<file path="config.mk">
export PLATFORM = sky130hd
export DESIGN_NAME = gpx_pin_ctrl
export DESIGN_NICKNAME = d
export VERILOG_FILES = /design/src/hw/gpx_pkg.sv /design/src/hw/gpx_edge_sync.sv /design/src/hw/gpx_pin_ctrl.sv
export VERILOG_INCLUDE_DIRS = /design/src /design/src/hw
export SDC_FILE = /design/constraint.sdc
export NUM_CORES = 1
export LEC_CHECK = 0
export BUFFER_PORTS_ARGS = -buffer_cell sky130_fd_sc_hd__buf_4
export CAP_MARGIN = 30
export CORE_ASPECT_RATIO = 1.5
export CORE_UTILIZATION = 50
export DETAILED_ROUTE_END_ITERATION = 7
export GPL_TIMING_DRIVEN = 0
export PLACE_DENSITY = 0.79
export SYNTH_ARGS = -nofsm -noshare
export SYNTH_HDL_FRONTEND = slang
export SYNTH_SLANG_ARGS = --single-unit
</file>
<file path="constraint.sdc">
create_clock -name mclk_i -period 1.92 [get_ports mclk_i]
set_input_delay 0.384 -clock mclk_i [delete_from_list [all_inputs] [get_ports mclk_i]]
set_output_delay 0.384 -clock mclk_i [all_outputs]
set_load 0.01 [all_outputs]
</file>
<file path="src/hw/gpx_regs.svh">
// register offsets, field positions and reset values of the pin/interrupt block
// assumes word-addressed wishbone slave with byte address bits [4:2]
`ifndef GPX_REGS_SVH
`define GPX_REGS_SVH
`define GPX_ADR_DIR 3'h0
`define GPX_ADR_OUT 3'h1
`define GPX_ADR_IN 3'h2
`define GPX_ADR_CFG 3'h3
`define GPX_ADR_STAT 3'h4
`define GPX_ADR_MASK 3'h5
`define GPX_ADR_STRAP 3'h6
`define GPX_CFG_IRQEN_LSB 4
`define GPX_CFG_POL_LSB 0
`define GPX_CFG_GPEN_BIT 8
`define GPX_CFG_BUSEN_BIT 9
`define GPX_STAT_NMI_BIT 4
`define GPX_RST_DIR 16'h0000
`define GPX_RST_CFG 10'h000
`define GPX_NPIN 16
`define GPX_NEXT 4
`define GPX_EXT_LSB 4
`define GPX_STRAP_PIN 3
`define GPX_SHARED_LSB 9
`endif

</file>
<file path="src/hw/gpx_pkg.sv">
// types shared by the pin/interrupt block
// assumes gpx_regs.svh holds the numeric constants
package gpx_pkg;
  typedef logic [15:0] gpx_pins_t;
  typedef enum logic [1:0] {GPX_IDLE, GPX_ACK} gpx_bus_state_t;
endpackage : gpx_pkg

</file>
<file path="src/hw/gpx_edge_sync.sv">
// two-flop synchroniser with rising/falling edge detect per bit
// assumes inputs synchronous-ish to mclk_i; adds two cycles of latency
module gpx_edge_sync #(
  parameter int WIDTH = 5
) (
  input wire logic mclk_i,
  input wire logic reset_i,
  input wire logic [WIDTH-1:0] raw_i,
  input wire logic [WIDTH-1:0] pol_i,
  output logic [WIDTH-1:0] level_o,
  output logic [WIDTH-1:0] edge_o
);
  logic [WIDTH-1:0] meta;
  logic [WIDTH-1:0] sync;
  logic [WIDTH-1:0] prev;
  wire [WIDTH-1:0] rise = sync & ~prev;
  wire [WIDTH-1:0] fall = ~sync & prev;

  always_ff @(posedge mclk_i) begin
    if (reset_i) begin
      meta <= '0;
      sync <= '0;
      prev <= '0;
    end else begin
      meta <= raw_i;
      sync <= meta;
      prev <= sync;
    end
  end

  assign level_o = sync;
  // pol 0 selects rising edge, 1 falling
  assign edge_o = (rise & ~pol_i) | (fall & pol_i);
endmodule : gpx_edge_sync

</file>
<file path="src/hw/gpx_pin_ctrl.sv">
// pin, nmi and external interrupt controller with wishbone registers
// assumes single clock mclk_i, synchronous active-high reset_i
//
// The Wishbone interface to the registers and the address map are this design's own decisions.
`include "gpx_regs.svh"
module gpx_pin_ctrl (
  input wire logic mclk_i,
  input wire logic reset_i,
  input wire logic wb_cyc_i,
  input wire logic wb_stb_i,
  input wire logic wb_we_i,
  input wire logic [4:2] wb_adr_i,
  input wire logic [3:0] wb_sel_i,
  input wire logic [31:0] wb_dat_i,
  output logic [31:0] wb_dat_o,
  output logic wb_ack_o,
  input wire logic nmi_i,
  input wire gpx_pkg::gpx_pins_t gp_pin_i,
  output gpx_pkg::gpx_pins_t gp_pin_o,
  output gpx_pkg::gpx_pins_t gp_pin_oe_o,
  output logic nmi_event_o,
  output logic irq_o,
  output logic eeprom_autoinit_strap_o,
  output logic bus_role_o,
  output logic bus_reset_in_o,
  output logic bus_clk_in_o,
  output logic bus_grant_in_o,
  output logic bus_init_dev_select_o,
  output logic bus_cmd_byte_en_3_in_o,
  input wire logic bus_irq_a_out_i,
  input wire logic bus_request_out_i,
  input wire logic bus_cmd_byte_en_3_i,
  input wire logic bus_cmd_byte_en_3_oe_i
);
  import gpx_pkg::*;

  // ----------------------------------------------------------------
  // registers
  // ----------------------------------------------------------------
  gpx_pins_t dir;
  gpx_pins_t out_val;
  logic [9:0] cfg;
  logic [4:0] stat;
  logic [4:0] mask;
  logic strap;
  gpx_bus_state_t bus_state;
  gpx_bus_state_t next_bus_state;

  wire [3:0] irq_enable_bits = cfg[`GPX_CFG_IRQEN_LSB +: `GPX_NEXT];
  wire [3:0] ext_irq_edge_polarity = cfg[`GPX_CFG_POL_LSB +: `GPX_NEXT];
  wire shared_gp_en = cfg[`GPX_CFG_GPEN_BIT];
  wire shared_bus_en = cfg[`GPX_CFG_BUSEN_BIT] & ~shared_gp_en;

  // ----------------------------------------------------------------
  // bus decode
  // ----------------------------------------------------------------
  // word select shared by write strobes and readback
  function automatic logic adr_hit(
    input logic [4:2] adr,
    input logic [2:0] word
  );
    return adr == word;
  endfunction : adr_hit

  wire bus_req = wb_cyc_i & wb_stb_i & (bus_state == GPX_IDLE);
  wire wr_en = bus_req & wb_we_i;
  wire sel_dir = adr_hit(wb_adr_i, `GPX_ADR_DIR);
  wire sel_out = adr_hit(wb_adr_i, `GPX_ADR_OUT);
  wire sel_in = adr_hit(wb_adr_i, `GPX_ADR_IN);
  wire sel_cfg = adr_hit(wb_adr_i, `GPX_ADR_CFG);
  wire sel_stat = adr_hit(wb_adr_i, `GPX_ADR_STAT);
  wire sel_mask = adr_hit(wb_adr_i, `GPX_ADR_MASK);
  wire sel_strap = adr_hit(wb_adr_i, `GPX_ADR_STRAP);
  // read-only words take no write strobe
  wire wr_dir = wr_en & sel_dir;
  wire wr_out = wr_en & sel_out;
  wire wr_cfg = wr_en & sel_cfg;
  wire wr_stat = wr_en & sel_stat;
  wire wr_mask = wr_en & sel_mask;

  function automatic logic [31:0] merge(input logic [31:0] old, input logic [31:0] nw, input logic [3:0] sel);
    logic [31:0] r;
    r = old;
    for (int b = 0; b < 4; b++) begin
      if (sel[b]) begin
        r[b*8 +: 8] = nw[b*8 +: 8];
      end
    end
    return r;
  endfunction : merge

  wire [31:0] dir_m = merge({16'h0000, dir}, wb_dat_i, wb_sel_i);
  wire [31:0] out_m = merge({16'h0000, out_val}, wb_dat_i, wb_sel_i);
  wire [31:0] cfg_m = merge({22'h0, cfg}, wb_dat_i, wb_sel_i);
  wire [31:0] mask_m = merge({27'h0, mask}, wb_dat_i, wb_sel_i);
  wire [4:0] stat_clr = (wb_sel_i[0] & wr_stat) ? wb_dat_i[4:0] : 5'h00;

  // ----------------------------------------------------------------
  // synchronisers and edge detect
  // ----------------------------------------------------------------
  logic [4:0] sync_level;
  logic [4:0] sync_edge;
  gpx_edge_sync #(.WIDTH(5)) u_sync (
    .mclk_i(mclk_i),
    .reset_i(reset_i),
    .raw_i({nmi_i, gp_pin_i[`GPX_EXT_LSB +: `GPX_NEXT]}),
    .pol_i({1'b0, ext_irq_edge_polarity}),
    .level_o(sync_level),
    .edge_o(sync_edge)
  );

  wire nmi_rise = sync_edge[`GPX_STAT_NMI_BIT];
  wire [3:0] ext_evt = sync_edge[3:0] & irq_enable_bits;
  wire [4:0] evt = {nmi_rise, ext_evt};
  // set wins over clear
  wire [4:0] next_stat = (stat & ~stat_clr) | evt;

  // ----------------------------------------------------------------
  // pin direction and muxing
  // ----------------------------------------------------------------
  // bus role slices, bit 0 is pin 9
  wire [6:0] shared_bus_oe = {1'b0, 1'b0, bus_irq_a_out_i, 1'b0, 1'b1, bus_cmd_byte_en_3_oe_i, 1'b0}
                             & {7{shared_bus_en}};
  wire [6:0] shared_bus_out = {1'b0, 1'b0, bus_irq_a_out_i ? 1'b0 : 1'b1, 1'b0,
                               bus_request_out_i, bus_cmd_byte_en_3_i, 1'b0};

  genvar p;
  generate
    for (p = 0; p < `GPX_NPIN; p++) begin : g_pin
      logic pin_oe;
      logic pin_out;
      if (p >= `GPX_SHARED_LSB) begin : g_shared
        // no driver until configuration picks a role
        assign pin_oe = (dir[p] & shared_gp_en) | shared_bus_oe[p - `GPX_SHARED_LSB];
        assign pin_out = shared_bus_en ? shared_bus_out[p - `GPX_SHARED_LSB] : out_val[p];
      end else if (p >= `GPX_EXT_LSB && p < `GPX_EXT_LSB + `GPX_NEXT) begin : g_ext
        // interrupt inputs never drive their pin
        assign pin_oe = dir[p] & ~irq_enable_bits[p - `GPX_EXT_LSB];
        assign pin_out = out_val[p];
      end else begin : g_plain
        assign pin_oe = dir[p];
        assign pin_out = out_val[p];
      end
      assign gp_pin_oe_o[p] = pin_oe;
      assign gp_pin_o[p] = pin_out;
    end
  endgenerate

  // shared bus role inputs, held low while not selected
  assign bus_role_o = shared_bus_en;
  assign bus_reset_in_o = shared_bus_en & gp_pin_i[15];
  assign bus_clk_in_o = shared_bus_en & gp_pin_i[14];
  assign bus_grant_in_o = shared_bus_en & gp_pin_i[12];
  assign bus_cmd_byte_en_3_in_o = shared_bus_en & gp_pin_i[10];
  assign bus_init_dev_select_o = shared_bus_en & gp_pin_i[9];

  // ----------------------------------------------------------------
  // readback
  // ----------------------------------------------------------------
  gpx_pins_t in_view;
  generate
    for (p = 0; p < `GPX_NPIN; p++) begin : g_in
      if (p >= `GPX_SHARED_LSB) begin : g_shared
        // shared pins read 0 unless in general-purpose role
        assign in_view[p] = gp_pin_i[p] & shared_gp_en;
      end else if (p >= `GPX_EXT_LSB && p < `GPX_EXT_LSB + `GPX_NEXT) begin : g_ext
        assign in_view[p] = sync_level[p - `GPX_EXT_LSB];
      end else begin : g_plain
        assign in_view[p] = gp_pin_i[p];
      end
    end
  endgenerate

  // one-hot word selects, so the views simply or together
  wire [31:0] rd_dir = sel_dir ? {16'h0, dir} : 32'h0;
  wire [31:0] rd_out = sel_out ? {16'h0, out_val} : 32'h0;
  wire [31:0] rd_in = sel_in ? {16'h0, in_view} : 32'h0;
  wire [31:0] rd_cfg = sel_cfg ? {22'h0, cfg} : 32'h0;
  wire [31:0] rd_stat = sel_stat ? {27'h0, stat} : 32'h0;
  wire [31:0] rd_mask = sel_mask ? {27'h0, mask} : 32'h0;
  wire [31:0] rd_strap = sel_strap ? {31'h0, strap} : 32'h0;
  wire [31:0] rd_mux = rd_dir | rd_out | rd_in | rd_cfg | rd_stat | rd_mask | rd_strap;

  // ----------------------------------------------------------------
  // sequential
  // ----------------------------------------------------------------
  // ack state: a request held through its ack is not taken twice
  always_comb begin
    next_bus_state = bus_state;
    unique case (bus_state)
      GPX_IDLE: begin
        if (bus_req) begin
          next_bus_state = GPX_ACK;
        end
      end
      GPX_ACK: begin
        next_bus_state = GPX_IDLE;
      end
      default: begin
        next_bus_state = GPX_IDLE;
      end
    endcase
  end

  always_ff @(posedge mclk_i) begin
    if (reset_i) begin
      bus_state <= GPX_IDLE;
      wb_ack_o <= 1'b0;
      wb_dat_o <= 32'h0;
    end else begin
      wb_ack_o <= bus_req;
      wb_dat_o <= bus_req ? rd_mux : 32'h0;
      bus_state <= next_bus_state;
    end
  end

  always_ff @(posedge mclk_i) begin
    if (reset_i) begin
      dir <= `GPX_RST_DIR;
    end else if (wr_dir) begin
      dir <= dir_m[15:0];
    end
  end

  always_ff @(posedge mclk_i) begin
    if (reset_i) begin
      out_val <= 16'h0;
    end else if (wr_out) begin
      out_val <= out_m[15:0];
    end
  end

  always_ff @(posedge mclk_i) begin
    if (reset_i) begin
      cfg <= `GPX_RST_CFG;
    end else if (wr_cfg) begin
      cfg <= cfg_m[9:0];
    end
  end

  always_ff @(posedge mclk_i) begin
    if (reset_i) begin
      mask <= 5'h0;
    end else if (wr_mask) begin
      mask <= mask_m[4:0];
    end
  end

  // sticky events, an event in the clear cycle survives
  always_ff @(posedge mclk_i) begin
    if (reset_i) begin
      stat <= 5'h0;
    end else begin
      stat <= next_stat;
    end
  end

  // strap caught while reset is held, frozen at release
  always_ff @(posedge mclk_i) begin
    if (reset_i) begin
      strap <= gp_pin_i[`GPX_STRAP_PIN];
    end
  end

  // ----------------------------------------------------------------
  // event outputs
  // ----------------------------------------------------------------
  assign eeprom_autoinit_strap_o = strap;
  assign nmi_event_o = nmi_rise;
  assign irq_o = |(stat & mask);
endmodule : gpx_pin_ctrl

</file>
== After elaboration in Yosys (flattened, before gate mapping) ==
Cells that the tools add are included.

* Word-level logic and storage cells: 116
* Flip-flop bits (word level): 102
* Output and inout port bits: 74

* Mux-type cells: 16
* Equality and inequality tests: 6
* Bitwise logic cells: 67
* Reductions and logical operators: 12

{| class="wikitable"
|+ Operator list
! cell !! number
|-
| $mux W16 || 3
|-
| $and A1 B1 Y1 || 33
|-
| $or A16 B16 Y16 || 2
|-
| $or A16 B5 Y16 || 2
|-
| $and A5 B5 Y5 || 5
|-
| $or A16 B1 Y16 || 1
|-
| $or A16 B10 Y16 || 1
|-
| $mux W5 || 3
|-
| $not A5 Y5 || 3
|-
| $reduce_and A2 Y1 || 7
|-
| $mux W10 || 1
|-
| $or A5 B5 Y5 || 2
|-
| $eq A3 B3 Y1 const B || 3
|-
| $mux W1 || 9
|-
| $and A5 B7 Y7 || 1
|-
| $not A1 Y1 || 7
|-
| $or A1 B1 Y1 || 7
|-
| $eq A3 B2 Y1 const B || 2
|-
| $and A5 B4 Y5 || 1
|-
| $not A4 Y5 || 1
|-
| $reduce_or A5 Y1 || 1
|-
| $and A4 B4 Y4 || 1
|-
| $reduce_or A2 Y1 || 2
|-
| $eq A3 B1 Y1 const B || 1
|-
| 2 further kinds || 2
|}

== Logic depth before layout (Yosys ltp) ==
* Depth in word-level cells: 9
* Gate-level depth with buffers: 6
* Mapped depth without buffers: 4

== Modules after synthesis ==
From an unflattened synthesis, not the netlist that was laid out.

* Cells, all modules: 439
* Area total of the unflattened synthesis: 4,304.1 um^2

{| class="wikitable"
|+ By module, submodules not included
! module !! cells each !! sequential area each (um^2) !! instances !! area each (um^2)
|-
| gpx_pin_ctrl || 393 || 1,431.4 || 1 || 3,789.9
|-
| gpx_edge_sync || 46 || 300.3 || 1 || 514.2
|}

== Worst setup path before layout ==
Ideal clock, no wire load.

* Path kind: register to output
* Start: reg cfg[9]
* End: out gp_pin_o[13]
* Setup slack: 0.249 ns
* Path buffers: 3
* Cell stages (with the launch flop): 7
* Data arrival time: 1.287 ns
* Required time: 1.536 ns
* Cell sequence: dfxtp_1 -> nor2b_1 -> clkbuf_1 -> clkbuf_1 -> nor2_1 -> a21oi_1 -> buf_4

* Cells in the longest elaborated chain, start to end: 2

{| class="wikitable"
|+ RTL lines
! item !! line !! RTL
|-
| from (decl) || gpx_pin_ctrl.sv:42 || <nowiki>logic [9:0] cfg;</nowiki>
|-
| from (signal assigned) || gpx_pin_ctrl.sv:235 || <nowiki>cfg <= `GPX_RST_CFG;</nowiki>
|-
| from (signal assigned) || gpx_pin_ctrl.sv:237 || <nowiki>cfg <= cfg_m[9:0];</nowiki>
|-
| $and A1 B1 Y1 || gpx_pin_ctrl.sv:52 || <nowiki>wire shared_bus_en = cfg[`GPX_CFG_BUSEN_BIT] & ~shared_gp_en;</nowiki>
|-
| named net bus_role_o || gpx_pin_ctrl.sv:24 || <nowiki>output logic bus_role_o,</nowiki>
|-
| $mux W1 || gpx_pin_ctrl.sv:135 || <nowiki>assign pin_out = shared_bus_en ? shared_bus_out[p - `GPX_SHARED_LSB] : out_val[p];</nowiki>
|-
| to (decl) || gpx_pin_ctrl.sv:19 || <nowiki>output gpx_pkg::gpx_pins_t gp_pin_o,</nowiki>
|}

The timed path passes the listed nets, and every way through them passes these cells.

== Worst setup path in the final report ==
* Start: reg cfg[9]
* End: out gp_pin_oe_o[10]

* Cells in the longest elaborated chain, start to end: 3

{| class="wikitable"
|+ RTL lines
! item !! line !! RTL
|-
| $and A1 B1 Y1 || gpx_pin_ctrl.sv:52 ||
|-
| $and A5 B7 Y7 || gpx_pin_ctrl.sv:123 || <nowiki>& {7{shared_bus_en}};</nowiki>
|-
| $or A1 B1 Y1 || gpx_pin_ctrl.sv:134 || <nowiki>assign pin_oe = (dir[p] & shared_gp_en) | shared_bus_oe[p - `GPX_SHARED_LSB];</nowiki>
|-
| to (decl) || gpx_pin_ctrl.sv:20 || <nowiki>output gpx_pkg::gpx_pins_t gp_pin_oe_o,</nowiki>
|}

No other way between the ends.

==> results.ini <==
[sta]
fin_skew_ps=4.972
final_hold_viol_count=0
fin_setup_tns_ps=0
timing.final.ws_setup_ps=40.28
rsz0062_at_grt=false
relSlewSlack=0.5388
drv_slew=0
finalCriticalPeriod_ps=1880
tightest_slew_ps=691.8
finalCritPeriodShare=0.9790
max_freq_mhz=532.0
finalSetupViolCount=0

[layout]
final_common_cell=buf_4
fill_cells=661
final_core_util=0.6769
area_growth_pct=32.18
diodes=0
drive_above_1_share=0.3748
fin_nets=607
layout_common_cells=buf_4 (151), dfxtp_1 (83), nand2_1 (61)
post_layout_nonfiller_instances=652

[setup_path]
crit_path_start=cfg[9]
rr_startpoint=bus_state[0]
r2r_cells=6
worst-setup-path-type=reg -> out
cp.required_ps=1540
endpoint_kind=primary output
crit_path_start_kind=flip-flop
timing.rr.end=wb_dat_o[11]
cp_max_fo=10
crit_chain=nor2b_4 -> buf_8 -> buf_8 -> a22o_1 -> buf_4 -> buf_4
critPathSlowestCell=dfxtp_2
r2r_slack_ps=150
worstSetupEndpoint=gp_pin_oe_o[10]
slowest_delay_ps=320
worst_ep_arrival_time_ps=1500

[synth]
ys_seq_elements=86
yosysSeqAreaShare=0.4249
syn_area_sq_mm=0.004075
synthFlopType=dfxtp_1
synth_enable_flop_cells=1
ys_types=48
synth_cells=412
syn_area_per_cell_sq_um=9.891
async_flop_share=0
ys.warnings.count=0

[global_routing]
busiest_layer=met2
grt.met3_usage=0.07002
grt_max_degree=15
grt_pass1_vias=3365
use_met2=0.4720
grt-ovfl-total=0
grt_usage=0.2657
grt_pass1_wl_um=16390
grtUsageMet1=0.2739
antenna_found_initial=0

[clocking]
cts_made_buffers=9
ctsHtreeMaxLevel=3
cts_buffer_depth=2
path_clk_slew_ps=60
clock_latency_ps=340
numClockSinks=86
cts-root-buf=clkbuf_16
tritoncts=done

[die]
core-area_sq_mm=0.007958
die-area_sq_mm=0.008523
die_y_um=112.6
fp.dieW_um=75.71
rows=40
initial_core_util=0.5121
io_pins=139

[power]
p_per_area_mw_per_mm2=715.2
cellLeakagePower_nw=2.598
vdd_drop_max_uv=518.4

[routing]
antenna_left=0
routed_wl_um=10650
wl_per_cell_um=16.34
vias_per_cell=5.227
dr.pass1.iters=5
drtIter0Drc=229
drc=0
num_vias=3408

[placed_design]
place_ws_ps=-124.7
place.gp.congestion=0.8799
io_buffers=101
place_inst=633
hpwl_um=7974

[status]
status=completed

[min_path]
hold_start=gp_pin_i[3]
hold_class=in -> reg

[run]
drv_cap=0

==> critical path: cells and delay by family, from the launching register on <==
family	cells	cell delay (ps)
AOI/OAI and AO/OA	1	190
buffers and inverters	4	520
DFF	1	320
and+or+nand+nor	1	120
==> stage by stage <==
step	cell area [sq um]	total power, W	hold slack, ps
after floorplan	4131	0.002034	413.8
after global placement	5021	0.002170	415.8
after detailed placement	5021	0.002177	426.8
after CTS	5365	0.003876	230.1
after global routing	5386	0.004000	221.7
final	5386	0.003852	243.0
==> cell families after synthesis <==
group	synth area share
compound gates	0.07277
buf+inv	0.1207
flops	0.4249
mux	0.1815
other cells	0.0009202
simple gates	0.1993
==> layer usage <==
metal / wire (um) / up-vias
met2: 5794 / 147
met4: 300 / 0
met1: 3848 / 1614
met3: 707 / 27
met5: 0 / -
li1: - / 1620
==> registers in the layout, summed over array words and instances, names as in the netlist <==
signal / count
u_sync.level_o: 5
cfg: 10
eeprom_autoinit_strap_o: 1
out_val: 16
stat: 5
mask: 5
bus_state: 1
wb_dat_o: 16
u_sync.prev: 5
wb_ack_o: 1
u_sync.meta: 5
dir: 16
==> synth_stat cells (all sizes together), types with 2 or more instances <==
| master | n | area, sq um |
|---|---|---|
| a21oi | 6 | 30.03 |
| a31o | 4 | 35.03 |
| dfxtp | 85 | 1702 |
| and2 | 9 | 56.30 |
| nand4b | 2 | 17.52 |
| nor2b | 31 | 193.9 |
| mux2 | 8 | 90.09 |
| o2bb2ai | 5 | 43.79 |
| a22o | 2 | 17.52 |
| buf | 55 | 401.6 |
| nand4 | 3 | 25.02 |
| a22oi | 9 | 67.56 |
| a221o | 2 | 20.02 |
| a222oi | 2 | 20.02 |
| nand3 | 7 | 45.04 |
| nor2 | 7 | 26.28 |
| a21o | 2 | 15.01 |
| mux4 | 7 | 168.9 |
| nand3b | 7 | 52.55 |
| mux2i | 48 | 480.5 |
| inv | 8 | 30.03 |
| nand2b | 5 | 31.28 |
| clkbuf | 16 | 60.06 |
| nand2 | 61 | 229.0 |
| or3b | 4 | 35.03 |
| nor3 | 2 | 32.53 |
==> layout make-up <==
cell class	instances	area (sq um)	share of cell area
inverters	8	30.03	0.005575
clock buffers	12	246.5	0.04576
flip-flops and latches	86	1734	0.3220
multi-input cells	262	1923	0.3570
clock inverters	4	47.55	0.008827
well taps	105	131.4	0.02439
repair buffers	104	788.3	0.1463
plain buffers	71	485.5	0.09013
==> where the power goes <==
group	switching (W)	internal [W]	total, W
registers	0.0000120	0.00181	0.00182
logic	0.000167	0.000152	0.000319
clock network	0.000672	0.00104	0.00171
==> repair_timing <==
| item | 4_1_cts | 5_1_grt |
|---|---|---|
| setup endpoints to repair | 19 | 5 |
| hold buffers | 0 | 0 |
| buffers inserted | 2 | 1 |
| gates resized for setup | 11 | 5 |
| pin swaps | 0 | 0 |
==> how the worst min path moves through the flow <==
stage / endpoint / slack, ps / depth (start not counted)
floorplan: u_sync.level_o[0] / 410 / 1
global placement: u_sync.level_o[3] / 420 / 1
detailed placement: u_sync.level_o[2] / 430 / 1
CTS: eeprom_autoinit_strap_o / 230 / 1
global route: eeprom_autoinit_strap_o / 220 / 1
finish: eeprom_autoinit_strap_o / 240 / 1
Note: power is estimated with default switching activity, not from simulation.
